### src/cfg_hdr_defines.vh
// Purpose: constants for the configuration header and base address logic
// Assumes: dword-aligned configuration accesses with byte offsets below 200h
// Notes: offsets are byte offsets inside one function's configuration space
`ifndef CFG_HDR_DEFINES_VH
`define CFG_HDR_DEFINES_VH

// header offsets (byte address of the dword)
`define OFS_CLASS_REV 12'h008
`define OFS_CLS_LAT_HDR 12'h00c
`define OFS_CSR_MEM_BASE 12'h010
`define OFS_CSR_IO_BASE 12'h014
`define OFS_FLASH_BASE 12'h018
`define OFS_CARD_INFO 12'h028
`define OFS_BOOT_ROM_BASE 12'h030
`define OFS_FUNC1_BANK 12'h100

// class code fields
`define CLASS_BASE_NET 8'h02
`define CLASS_SUB_ETH 8'h00
`define CLASS_PROG_IF 8'h00
`define REVISION_ID 8'h00

// cache line size accepted values
`define CLS_8_DW 8'h08
`define CLS_16_DW 8'h10
`define CLS_BIT_8 3
`define CLS_BIT_16 4

// header type values
`define HDR_SINGLE 8'h00
`define HDR_MULTI 8'h80

// base address writable masks and fixed low bits
`define CSR_MEM_MASK 32'hfffff000
`define CSR_MEM_FIXED 32'h00000000
`define CSR_IO_MASK 32'hffffffc0
`define CSR_IO_FIXED 32'h00000001
`define FLASH_MASK 32'hfffe0000
`define FLASH_FIXED 32'h00000000
`define ROM_MASK 32'hfff00000
`define ROM_EN_BIT 0
`define ROM_WR_MASK 32'hfff00001
`define ROM_FIXED 32'h00000000
`define RESET_BASE 32'h00000000

// card information structure
`define CIS_OFFSET 32'h00010000
`define CIS_MASK 32'hffff0000
`define CIS_PTR_HI 28'h0001000
`define CIS_PTR_LO 4'h3

`endif

### src/bar_reg.v
// Purpose: one base address register with byte-enabled writes
// Assumes: writes come from the configuration port on the same clock
// Notes: only bits set in WR_MASK store; FIXED supplies hard-wired low bits
`timescale 1ns/100ps
`include "cfg_hdr_defines.vh"

module bar_reg #(
  parameter [31:0] WR_MASK = 32'hffffffff,
  parameter [31:0] FIXED = 32'h00000000
) (
  input wire clk_sys,
  input wire reset,
  input wire wr,
  input wire [3:0] byte_en,
  input wire [31:0] wdata,
  output wire [31:0] value
);

  // reset value held at full width so each lane takes its own byte
  localparam [31:0] RESET_VALUE = `RESET_BASE;

  reg [31:0] base_r;

  // each byte lane updates on its own enable; fixed-zero bits never store
  genvar b;
  generate
    for (b = 0; b < 4; b = b + 1) begin : g_lane
      always @(posedge clk_sys) begin
        if (reset) begin
          base_r[b*8+7:b*8] <= RESET_VALUE[b*8+7:b*8];
        end else if (wr && byte_en[b]) begin
          base_r[b*8+7:b*8] <= wdata[b*8+7:b*8] & WR_MASK[b*8+7:b*8];
        end
      end
    end
  endgenerate

  // low type bits are constants so sizing software sees the window
  assign value = (base_r & WR_MASK) | FIXED;

endmodule // bar_reg

### src/ownership_timer.v
// Purpose: counts bus clocks of master ownership against the latency timer
// Assumes: master_active is high for each clock the device owns the bus
// Notes: expired stays high until ownership ends
`timescale 1ns/100ps

module ownership_timer (
  input wire clk_sys,
  input wire reset,
  input wire [7:0] limit,
  input wire master_active,
  output reg expired
);

  reg [7:0] count_r;

  // reload while idle, count down while owning the bus
  always @(posedge clk_sys) begin
    if (reset) begin
      count_r <= 8'h00;
      expired <= 1'b0;
    end else if (!master_active) begin
      count_r <= limit;
      expired <= 1'b0;
    end else begin
      if (count_r != 8'h00) begin
        count_r <= count_r - 8'h01;
      end
      expired <= (count_r == 8'h00) || (count_r == 8'h01);
    end
  end

endmodule // ownership_timer

### src/cfg_header.v
// Purpose: configuration header registers and window decode for a network function
// Assumes: one bus clock; eeprom loader and bus logic share it; card mode strap is a pin
// Notes: second function's bank is forwarded, not held here
//
// Functional notes
// class code reads network base class, ethernet subclass, zero interface byte
// cache line size accepts only 8 or 16; others read zero, disable mwi
// bit 3 set only by writing 08h, bit 4 only by 10h; others zero
// boot firmware programs cache line size; driver should not write it
// latency timer limits bus ownership in clocks while mastering
// header type reads 00h single, 80h combined, chosen from eeprom
// combined device presents second function bank at offset 100h
// bar bit 0 read-only: zero for memory, one for i/o
// i/o bar is 32 bits, bit 1 reads zero, upper bits decode
// only window-size upper bits writable; lower bits fixed zero for sizing
// csr memory window 4 kbytes, non-prefetchable, anywhere in 32-bit space
// csr i/o window decodes 64 bytes; software picks memory or i/o
// flash bar always claims 128 kbyte window, flash present or not
// card mode serves card info from flash base plus 64 kbyte
// boot rom bar claims 1 mbyte, backed by 128 kbyte local memory
// boot-disable set makes boot rom bar read all zeros
// modem select high while boot enabled until first rom access, then low; code does this only when combined,
//   also driving it low while rom bar bit 0 is clear, and holds it high in single mode
// card info pointer zero in pci mode; 1000h and 3h in card mode
// csr memory, csr i/o, flash occupy first three bar slots
`timescale 1ns/100ps
`include "cfg_hdr_defines.vh"

module cfg_header (
  input wire clk_sys,
  input wire reset,
  // configuration access port
  input wire cfg_rd,
  input wire cfg_wr,
  input wire [11:0] cfg_addr,
  input wire [3:0] cfg_byte_en,
  input wire [31:0] cfg_wdata,
  output reg [31:0] cfg_rdata,
  output reg cfg_rd_valid,
  output wire cfg_ready,
  // second function forwarding
  output reg fn1_cfg_rd,
  output reg fn1_cfg_wr,
  output reg [11:0] fn1_cfg_addr,
  output reg [3:0] fn1_cfg_byte_en,
  output reg [31:0] fn1_cfg_wdata,
  input wire [31:0] fn1_cfg_rdata,
  // eeprom word contents, valid on ee_load
  input wire ee_load,
  input wire ee_combo,
  input wire ee_boot_disable,
  // card mode strap pin
  input wire card_mode_pin,
  // command register enables
  input wire mem_space_en,
  input wire io_space_en,
  // target address phase
  input wire tgt_valid,
  input wire tgt_is_io,
  input wire [31:0] tgt_addr,
  output reg hit_csr_mem,
  output reg hit_csr_io,
  output reg hit_flash,
  output reg hit_card_info,
  output reg hit_boot_rom,
  // master side
  input wire master_active,
  output wire latency_expired,
  output reg mwi_enable,
  output reg [7:0] cache_line_dwords,
  // modem chip select
  output reg modem_chip_select_n
);

  // window match, used for every bar decode
  function win_hit;
    input [31:0] addr;
    input [31:0] base;
    input [31:0] mask;
    begin
      win_hit = ((addr & mask) == (base & mask));
    end
  endfunction

  reg card_sync1_r;
  reg card_sync2_r;
  reg ee_loaded_r;
  reg combo_r;
  reg boot_disable_r;
  reg rom_used_r;
  reg cls_8_r;
  reg cls_16_r;
  reg [7:0] latency_r;
  reg [31:0] rdata_nxt;
  reg fn1_rd_pend_r;
  wire [31:0] csr_mem_value;
  wire [31:0] csr_io_value;
  wire [31:0] flash_value;
  wire [31:0] rom_raw_value;
  wire [31:0] rom_value;
  wire [31:0] card_info_value;
  wire [7:0] cls_value;
  wire [7:0] header_value;
  wire wr_local;
  wire in_fn1;
  wire wr_csr_mem;
  wire wr_csr_io;
  wire wr_flash;
  wire wr_rom;
  wire rom_enabled;

  // card mode strap crosses in from a pin
  always @(posedge clk_sys) begin
    if (reset) begin
      card_sync1_r <= 1'b0;
      card_sync2_r <= 1'b0;
    end else begin
      card_sync1_r <= card_mode_pin;
      card_sync2_r <= card_sync1_r;
    end
  end

  // eeprom derived settings, caught once the loader reports completion
  always @(posedge clk_sys) begin
    if (reset) begin
      ee_loaded_r <= 1'b0;
      combo_r <= 1'b0;
      boot_disable_r <= 1'b0;
    end else if (ee_load) begin
      ee_loaded_r <= 1'b1;
      combo_r <= ee_combo;
      boot_disable_r <= ee_boot_disable;
    end
  end

  // accesses before the eeprom is read must be retried by the bus logic
  assign cfg_ready = ee_loaded_r;

  // offsets at and above 100h belong to the second function when combined
  assign in_fn1 = (cfg_addr >= `OFS_FUNC1_BANK);
  assign wr_local = cfg_wr && ee_loaded_r && !in_fn1;
  assign wr_csr_mem = wr_local && (cfg_addr == `OFS_CSR_MEM_BASE);
  assign wr_csr_io = wr_local && (cfg_addr == `OFS_CSR_IO_BASE);
  assign wr_flash = wr_local && (cfg_addr == `OFS_FLASH_BASE);
  assign wr_rom = wr_local && (cfg_addr == `OFS_BOOT_ROM_BASE);

  // csr memory window: 4 kbyte, memory, 32-bit, non-prefetchable
  bar_reg #(
    .WR_MASK(`CSR_MEM_MASK),
    .FIXED(`CSR_MEM_FIXED)
  ) u_csr_mem_bar (
    .clk_sys(clk_sys),
    .reset(reset),
    .wr(wr_csr_mem),
    .byte_en(cfg_byte_en),
    .wdata(cfg_wdata),
    .value(csr_mem_value)
  );

  // csr i/o window: 64 bytes, bit 0 one, bit 1 zero
  bar_reg #(
    .WR_MASK(`CSR_IO_MASK),
    .FIXED(`CSR_IO_FIXED)
  ) u_csr_io_bar (
    .clk_sys(clk_sys),
    .reset(reset),
    .wr(wr_csr_io),
    .byte_en(cfg_byte_en),
    .wdata(cfg_wdata),
    .value(csr_io_value)
  );

  // flash window is always claimed even with no flash fitted
  bar_reg #(
    .WR_MASK(`FLASH_MASK),
    .FIXED(`FLASH_FIXED)
  ) u_flash_bar (
    .clk_sys(clk_sys),
    .reset(reset),
    .wr(wr_flash),
    .byte_en(cfg_byte_en),
    .wdata(cfg_wdata),
    .value(flash_value)
  );

  // boot rom window: 1 mbyte, bit 0 is the software rom enable
  bar_reg #(
    .WR_MASK(`ROM_WR_MASK),
    .FIXED(`ROM_FIXED)
  ) u_rom_bar (
    .clk_sys(clk_sys),
    .reset(reset),
    .wr(wr_rom),
    .byte_en(cfg_byte_en),
    .wdata(cfg_wdata),
    .value(rom_raw_value)
  );

  // boot-disable hides the rom bar completely so nothing gets allocated
  assign rom_value = boot_disable_r ? 32'h00000000 : rom_raw_value;
  assign rom_enabled = rom_value[`ROM_EN_BIT];

  // card info pointer only means something in card mode
  assign card_info_value = card_sync2_r ? {`CIS_PTR_HI, `CIS_PTR_LO} : 32'h00000000;

  // only the two legal cache line bits can ever read back as one
  assign cls_value = {3'b000, cls_16_r, cls_8_r, 3'b000};
  assign header_value = combo_r ? `HDR_MULTI : `HDR_SINGLE;

  // cache line size and latency timer writes
  always @(posedge clk_sys) begin
    if (reset) begin
      cls_8_r <= 1'b0;
      cls_16_r <= 1'b0;
      latency_r <= 8'h00;
    end else if (wr_local && (cfg_addr == `OFS_CLS_LAT_HDR)) begin
      if (cfg_byte_en[0]) begin
        // a bad value clears the register rather than keeping the old size
        cls_8_r <= (cfg_wdata[7:0] == `CLS_8_DW);
        cls_16_r <= (cfg_wdata[7:0] == `CLS_16_DW);
      end
      if (cfg_byte_en[1]) begin
        latency_r <= cfg_wdata[15:8];
      end
    end
  end

  // mwi only with a supported line size
  always @(posedge clk_sys) begin
    if (reset) begin
      mwi_enable <= 1'b0;
      cache_line_dwords <= 8'h00;
    end else begin
      mwi_enable <= cls_8_r | cls_16_r;
      cache_line_dwords <= cls_value;
    end
  end

  // bus ownership limit while acting as master
  ownership_timer u_owner_timer (
    .clk_sys(clk_sys),
    .reset(reset),
    .limit(latency_r),
    .master_active(master_active),
    .expired(latency_expired)
  );

  // read data selection for the local bank
  always @* begin
    rdata_nxt = 32'h00000000;
    if (cfg_addr == `OFS_CLASS_REV) begin
      rdata_nxt = {`CLASS_BASE_NET, `CLASS_SUB_ETH, `CLASS_PROG_IF, `REVISION_ID};
    end else if (cfg_addr == `OFS_CLS_LAT_HDR) begin
      rdata_nxt = {8'h00, header_value, latency_r, cls_value};
    end else if (cfg_addr == `OFS_CSR_MEM_BASE) begin
      rdata_nxt = csr_mem_value;
    end else if (cfg_addr == `OFS_CSR_IO_BASE) begin
      rdata_nxt = csr_io_value;
    end else if (cfg_addr == `OFS_FLASH_BASE) begin
      rdata_nxt = flash_value;
    end else if (cfg_addr == `OFS_CARD_INFO) begin
      rdata_nxt = card_info_value;
    end else if (cfg_addr == `OFS_BOOT_ROM_BASE) begin
      rdata_nxt = rom_value;
    end
  end

  // forward second-function cycles; a single function drops writes and answers reads with zero
  always @(posedge clk_sys) begin
    if (reset) begin
      fn1_cfg_rd <= 1'b0;
      fn1_cfg_wr <= 1'b0;
      fn1_cfg_addr <= 12'h000;
      fn1_cfg_byte_en <= 4'h0;
      fn1_cfg_wdata <= 32'h00000000;
    end else begin
      fn1_cfg_rd <= cfg_rd && ee_loaded_r && in_fn1 && combo_r;
      fn1_cfg_wr <= cfg_wr && ee_loaded_r && in_fn1 && combo_r;
      fn1_cfg_addr <= cfg_addr - `OFS_FUNC1_BANK;
      fn1_cfg_byte_en <= cfg_byte_en;
      fn1_cfg_wdata <= cfg_wdata;
    end
  end

  // read answer: local reads in one cycle, forwarded ones in three
  always @(posedge clk_sys) begin
    if (reset) begin
      cfg_rdata <= 32'h00000000;
      cfg_rd_valid <= 1'b0;
      fn1_rd_pend_r <= 1'b0;
    end else begin
      fn1_rd_pend_r <= fn1_cfg_rd;
      cfg_rd_valid <= 1'b0;
      if (fn1_rd_pend_r) begin
        cfg_rdata <= fn1_cfg_rdata;
        cfg_rd_valid <= 1'b1;
      end else if (cfg_rd && ee_loaded_r && in_fn1 && !combo_r) begin
        cfg_rdata <= 32'h00000000;
        cfg_rd_valid <= 1'b1;
      end else if (cfg_rd && ee_loaded_r && !in_fn1) begin
        cfg_rdata <= rdata_nxt;
        cfg_rd_valid <= 1'b1;
      end
    end
  end

  // target decode; software may use either csr window
  always @(posedge clk_sys) begin
    if (reset) begin
      hit_csr_mem <= 1'b0;
      hit_csr_io <= 1'b0;
      hit_flash <= 1'b0;
      hit_card_info <= 1'b0;
      hit_boot_rom <= 1'b0;
    end else begin
      hit_csr_mem <= tgt_valid && !tgt_is_io && mem_space_en &&
        win_hit(tgt_addr, csr_mem_value, `CSR_MEM_MASK);
      hit_csr_io <= tgt_valid && tgt_is_io && io_space_en &&
        win_hit(tgt_addr, csr_io_value, `CSR_IO_MASK);
      hit_flash <= tgt_valid && !tgt_is_io && mem_space_en &&
        win_hit(tgt_addr, flash_value, `FLASH_MASK) &&
        !(card_sync2_r && tgt_addr[16]);
      // upper half of the flash window carries card info in card mode
      hit_card_info <= tgt_valid && !tgt_is_io && mem_space_en && card_sync2_r &&
        win_hit(tgt_addr, flash_value | `CIS_OFFSET, `CIS_MASK);
      hit_boot_rom <= tgt_valid && !tgt_is_io && mem_space_en && rom_enabled &&
        win_hit(tgt_addr, rom_value, `ROM_MASK);
    end
  end

  // first rom access hands the local bus to the modem in combined mode
  always @(posedge clk_sys) begin
    if (reset) begin
      rom_used_r <= 1'b0;
    end else if (hit_boot_rom) begin
      rom_used_r <= 1'b1;
    end
  end

  // select stays high while the rom owns the local bus
  always @(posedge clk_sys) begin
    if (reset) begin
      modem_chip_select_n <= 1'b1;
    end else begin
      modem_chip_select_n <= !(combo_r && (rom_used_r || boot_disable_r || !rom_enabled));
    end
  end

endmodule // cfg_header

### config.mk
export PLATFORM = sky130hd
export DESIGN_NAME = cfg_header
export DESIGN_NICKNAME = d
export VERILOG_FILES = /design/src/bar_reg.v /design/src/ownership_timer.v /design/src/cfg_header.v
export VERILOG_INCLUDE_DIRS = /design/src
export SDC_FILE = /design/constraint.sdc
export NUM_CORES = 1
export LEC_CHECK = 0
export BUFFER_PORTS_ARGS = -buffer_cell sky130_fd_sc_hd__buf_2
export CAP_MARGIN = 20
export CORE_ASPECT_RATIO = 0.7
export CORE_MARGIN = 5
export CORE_UTILIZATION = 54
export CTS_CLUSTER_DIAMETER = 50
export CTS_CLUSTER_SIZE = 14
export DETAILED_ROUTE_END_ITERATION = 8
export GPL_TIMING_DRIVEN = 0
export PLACE_DENSITY = 0.78
export SETUP_SLACK_MARGIN = 0.15
export SLEW_MARGIN = 15
export SYNTH_ARGS = -nofsm -noshare
export SYNTH_HDL_FRONTEND = slang
export SYNTH_HIERARCHICAL = 1
export SYNTH_SLANG_ARGS = --single-unit
export TNS_END_PERCENT = 10
### constraint.sdc
create_clock -name clk_sys -period 3.65 [get_ports clk_sys]
set_clock_uncertainty 0.2 [all_clocks]
set_input_delay 0.5475 -clock clk_sys [delete_from_list [all_inputs] [get_ports clk_sys]]
set_output_delay 0.5475 -clock clk_sys [all_outputs]
set_load 0.02 [all_outputs]
==> metrics.cfg <==
[power]
p_switching_uw = 1420
power_density_mw_per_mm2 = 375
leakage_uw = 0.00527
vdd_drop_max_v = 0.000274
pwr-share-clk = 0.385
switching_share = 0.297
p_comb_frac = 0.157
p_int_uw = 3360
p_seq_frac = 0.459

[drt]
ant_nets = 0
dr.pass1.iters = 8
wirelength_um = 38700
vias = 10578
vias_per_cell = 6.03
dr.first_iter.drc_count = 1449
post_drt_wl_per_cell_um = 22.0
drc_errors = 0

[floorplan]
chipWidth_um = 178
core_area_mm2 = 0.0196
start_util = 0.543
ios = 225
placementRows = 43
die_area_mm2 = 0.0226
die_h_um = 127

[global_routing]
use_met1 = 0.499
globalRoute.busiestLayer = met1
grt_pass1_wl_um = 56800
grt_pass1_vias = 9565
grt_use_total = 0.330
overflow = 0
use_met2 = 0.472
antenna_found_initial = 1
grt_use_met3 = 0.0734
grt_max_degree = 23

[worst_hold_path]
hp-start = cfg_addr[8]
hp-class = primary input to flop
whs_path_depth = 2

[timing]
slew_violations = 0
worst_pin_slew_ns = 1.07
setup_viol = 0
tns_ns = 0
fin_crit_ns = 3.13
fmax_mhz = 319
timing.final.crit_share = 0.859
rsz0062_at_grt = no
slew_headroom = 0.283
hold_violations = 0

[cells_and_area]
drive_gt1_frac = 0.291
antenna_cells = 0
num-fill-cells = 1754
area_growth_pct = 19.9
final_util = 0.651
nets = 1602

[critical_path]
r2r_setup_slack_ns = 0.94
cp-end-kind = flop
r2r-start = cfg_ready
crit_fanout = 10
critPathRequiredTime_ns = 3.83
critPathKind = primary input to flop
worstSetupStartpoint = cfg_addr[9]
cp-start-kind = primary input
critPathArrivalTime_ns = 3.31
rr_worst_depth = 8

[clock_tree]
cts_max_path_buffers = 2
clk_latency_ns = 0.45
cts_setup_buffers = 0
clk_pin_slew_ns = 0.08
cts_max_level = 4
root_buffer = clkbuf_16
numCtsBuffers = 17
cts_sinks = 192
ctsHoldBuffers = 0
cts_tree = yes
cts_resized = 0

[synth]
synth_warnings = 6
synth.avg_cell_area_um2 = 8.88
netlist_instances = 1198
syn_area_mm2 = 0.0106
ys_async_sr_fraction = 0
synth_top_area_share = 0.361
ys_types = 79
synth_seq_cells = 192
yosysTopAreaCell = dfxtp_1
synth_ff_type = dfxtp_1
synth_edf_count = 0
yosysSeqAreaShare = 0.361
synth.area.top_cells = dfxtp_1, nand3_1, buf_4

[flow_run]
cap_viol_max_count = 0

[placement]
dpl.hpwl_um = 29400
gp_congestion = 1.02
port-buffer-count = 202

[run_status]
status = complete, no violations

==> routing by layer <==
layer | part of all wire | up-vias
li1 | - | 4746
met1 | 0.43 | 4994
met2 | 0.41 | 767
met3 | 0.14 | 69
met4 | 0.020 | 2
met5 | 0.00034 | -
==> registers in the layout, summed over array words and instances, names as in the netlist, 2 cells and up <==
signal,flops
cache_line_dwords,2
u_rom_bar/value,13
u_flash_bar/value,15
u_owner_timer/count_r,8
latency_r,8
fn1_cfg_addr,12
fn1_cfg_wdata,32
fn1_cfg_byte_en,4
u_csr_mem_bar/value,20
u_csr_io_bar/value,26
cfg_rdata,32
==> layout by cell type, fill, tap and decap left out, drive strengths merged, types with 12 or more instances in the layout <==
master	netlist	final
o2bb2ai	19	19
a31oi	15	15
nor4	21	21
dfxtp	192	192
inv	19	26
nand2	28	28
a22oi	21	21
xnor2	31	31
buf	116	318
conb	6	60
o21ai	25	25
a21oi	115	115
xor2	36	36
nor3	13	13
o32ai	12	12
a21o	15	15
a21bo	74	74
nor2	87	87
clkbuf	47	65
mux2i	12	12
nand3	102	102
nor2b	56	56
a211oi	17	17
==> Yosys cell counts (5+ instances only) <==
cell / n
dfxtp_1: 192
nand3_1: 101
nor2_1: 86
a21oi_1: 83
buf_4: 65
nor2b_1: 56
clkbuf_1: 47
a21bo_1: 43
xor2_1: 36
a21oi_2: 32
a21bo_2: 31
xnor2_1: 31
nand2_1: 28
buf_2: 23
o21ai_0: 23
a22oi_1: 21
nor4_1: 20
inv_1: 19
o2bb2ai_1: 19
a211oi_1: 16
buf_6: 16
a21o_1: 15
a31oi_1: 15
nor3_1: 13
mux2i_1: 12
o32ai_1: 12
a221oi_1: 11
nand4_1: 10
nand2b_1: 9
a222oi_1: 7
and3_1: 6
buf_1: 6
buf_8: 6
conb_1: 6
a311oi_1: 5
or2_2: 5
==> cell type report <==
cell class,count,area [um^2],area share
buffer,163,1070,0.0841
clock buffer,18,439,0.0345
clock inverter,13,121,0.00952
inverter,19,71.3,0.00560
multi-input combinational,878,5850,0.459
sequential,192,3840,0.302
tap,270,338,0.0265
timing repair buffer,202,1010,0.0793
==> path summary, 6_finish.rpt <==
path | to
worst max register to register | u_csr_io_bar/value[16]
worst min-delay path | fn1_cfg_addr[8]
worst max-delay path | u_csr_io_bar/value[16]
worst min register to register | card_sync2_r
==> power groups by stage <==
stage | sequential (uW) | combinational, uW | clock [uW]
after floorplan | 2290 | 401 | 0
after global placement | 2240 | 717 | 0
after detailed placement | 2240 | 726 | 0
after CTS | 2190 | 729 | 1840
after global routing | 2200 | 797 | 1940
final | 2200 | 749 | 1840
==> worst max-delay path, stage by stage <==
cell and delay, ns:
buf_2 0.11, inv_1 0.08, ha_1 0.20, or3b_2 0.52, a311oi_1 0.69, nand2_1 0.15, nor2_1 0.17, buf_6 0.17
buf_2 0.35, nand3_1 0.18, a21oi_2 0.14
==> per-stage QoR <==
stage	worst slack [ns]	cells	hold slack [ns]	total power, uW	cell area (um^2)
3_5_place_dp	0.199	1724	0.247	2970	12200
4_1_cts	0.607	1755	0.110	4770	12700
3_3_place_gp	0.202	1724	0.220	2960	12200
5_1_grt	0.438	1755	0.123	4940	12700
6_report	0.516	1755	0.108	4780	12700
2_1_floorplan	0.976	1252	0.214	2700	10800
==> kinds of logic after synthesis <==
| kind of cell | share of synthesized area |
|---|---|
| simple gates | 0.189 |
| compound gates | 0.269 |
| flops | 0.361 |
| buf+inv | 0.108 |
| xor+xnor | 0.0552 |
| mux | 0.0113 |
| other cells | 0.00212 |
| fa+ha+maj | 0.00471 |
No activity file was read; power rests on OpenSTA's default activity.
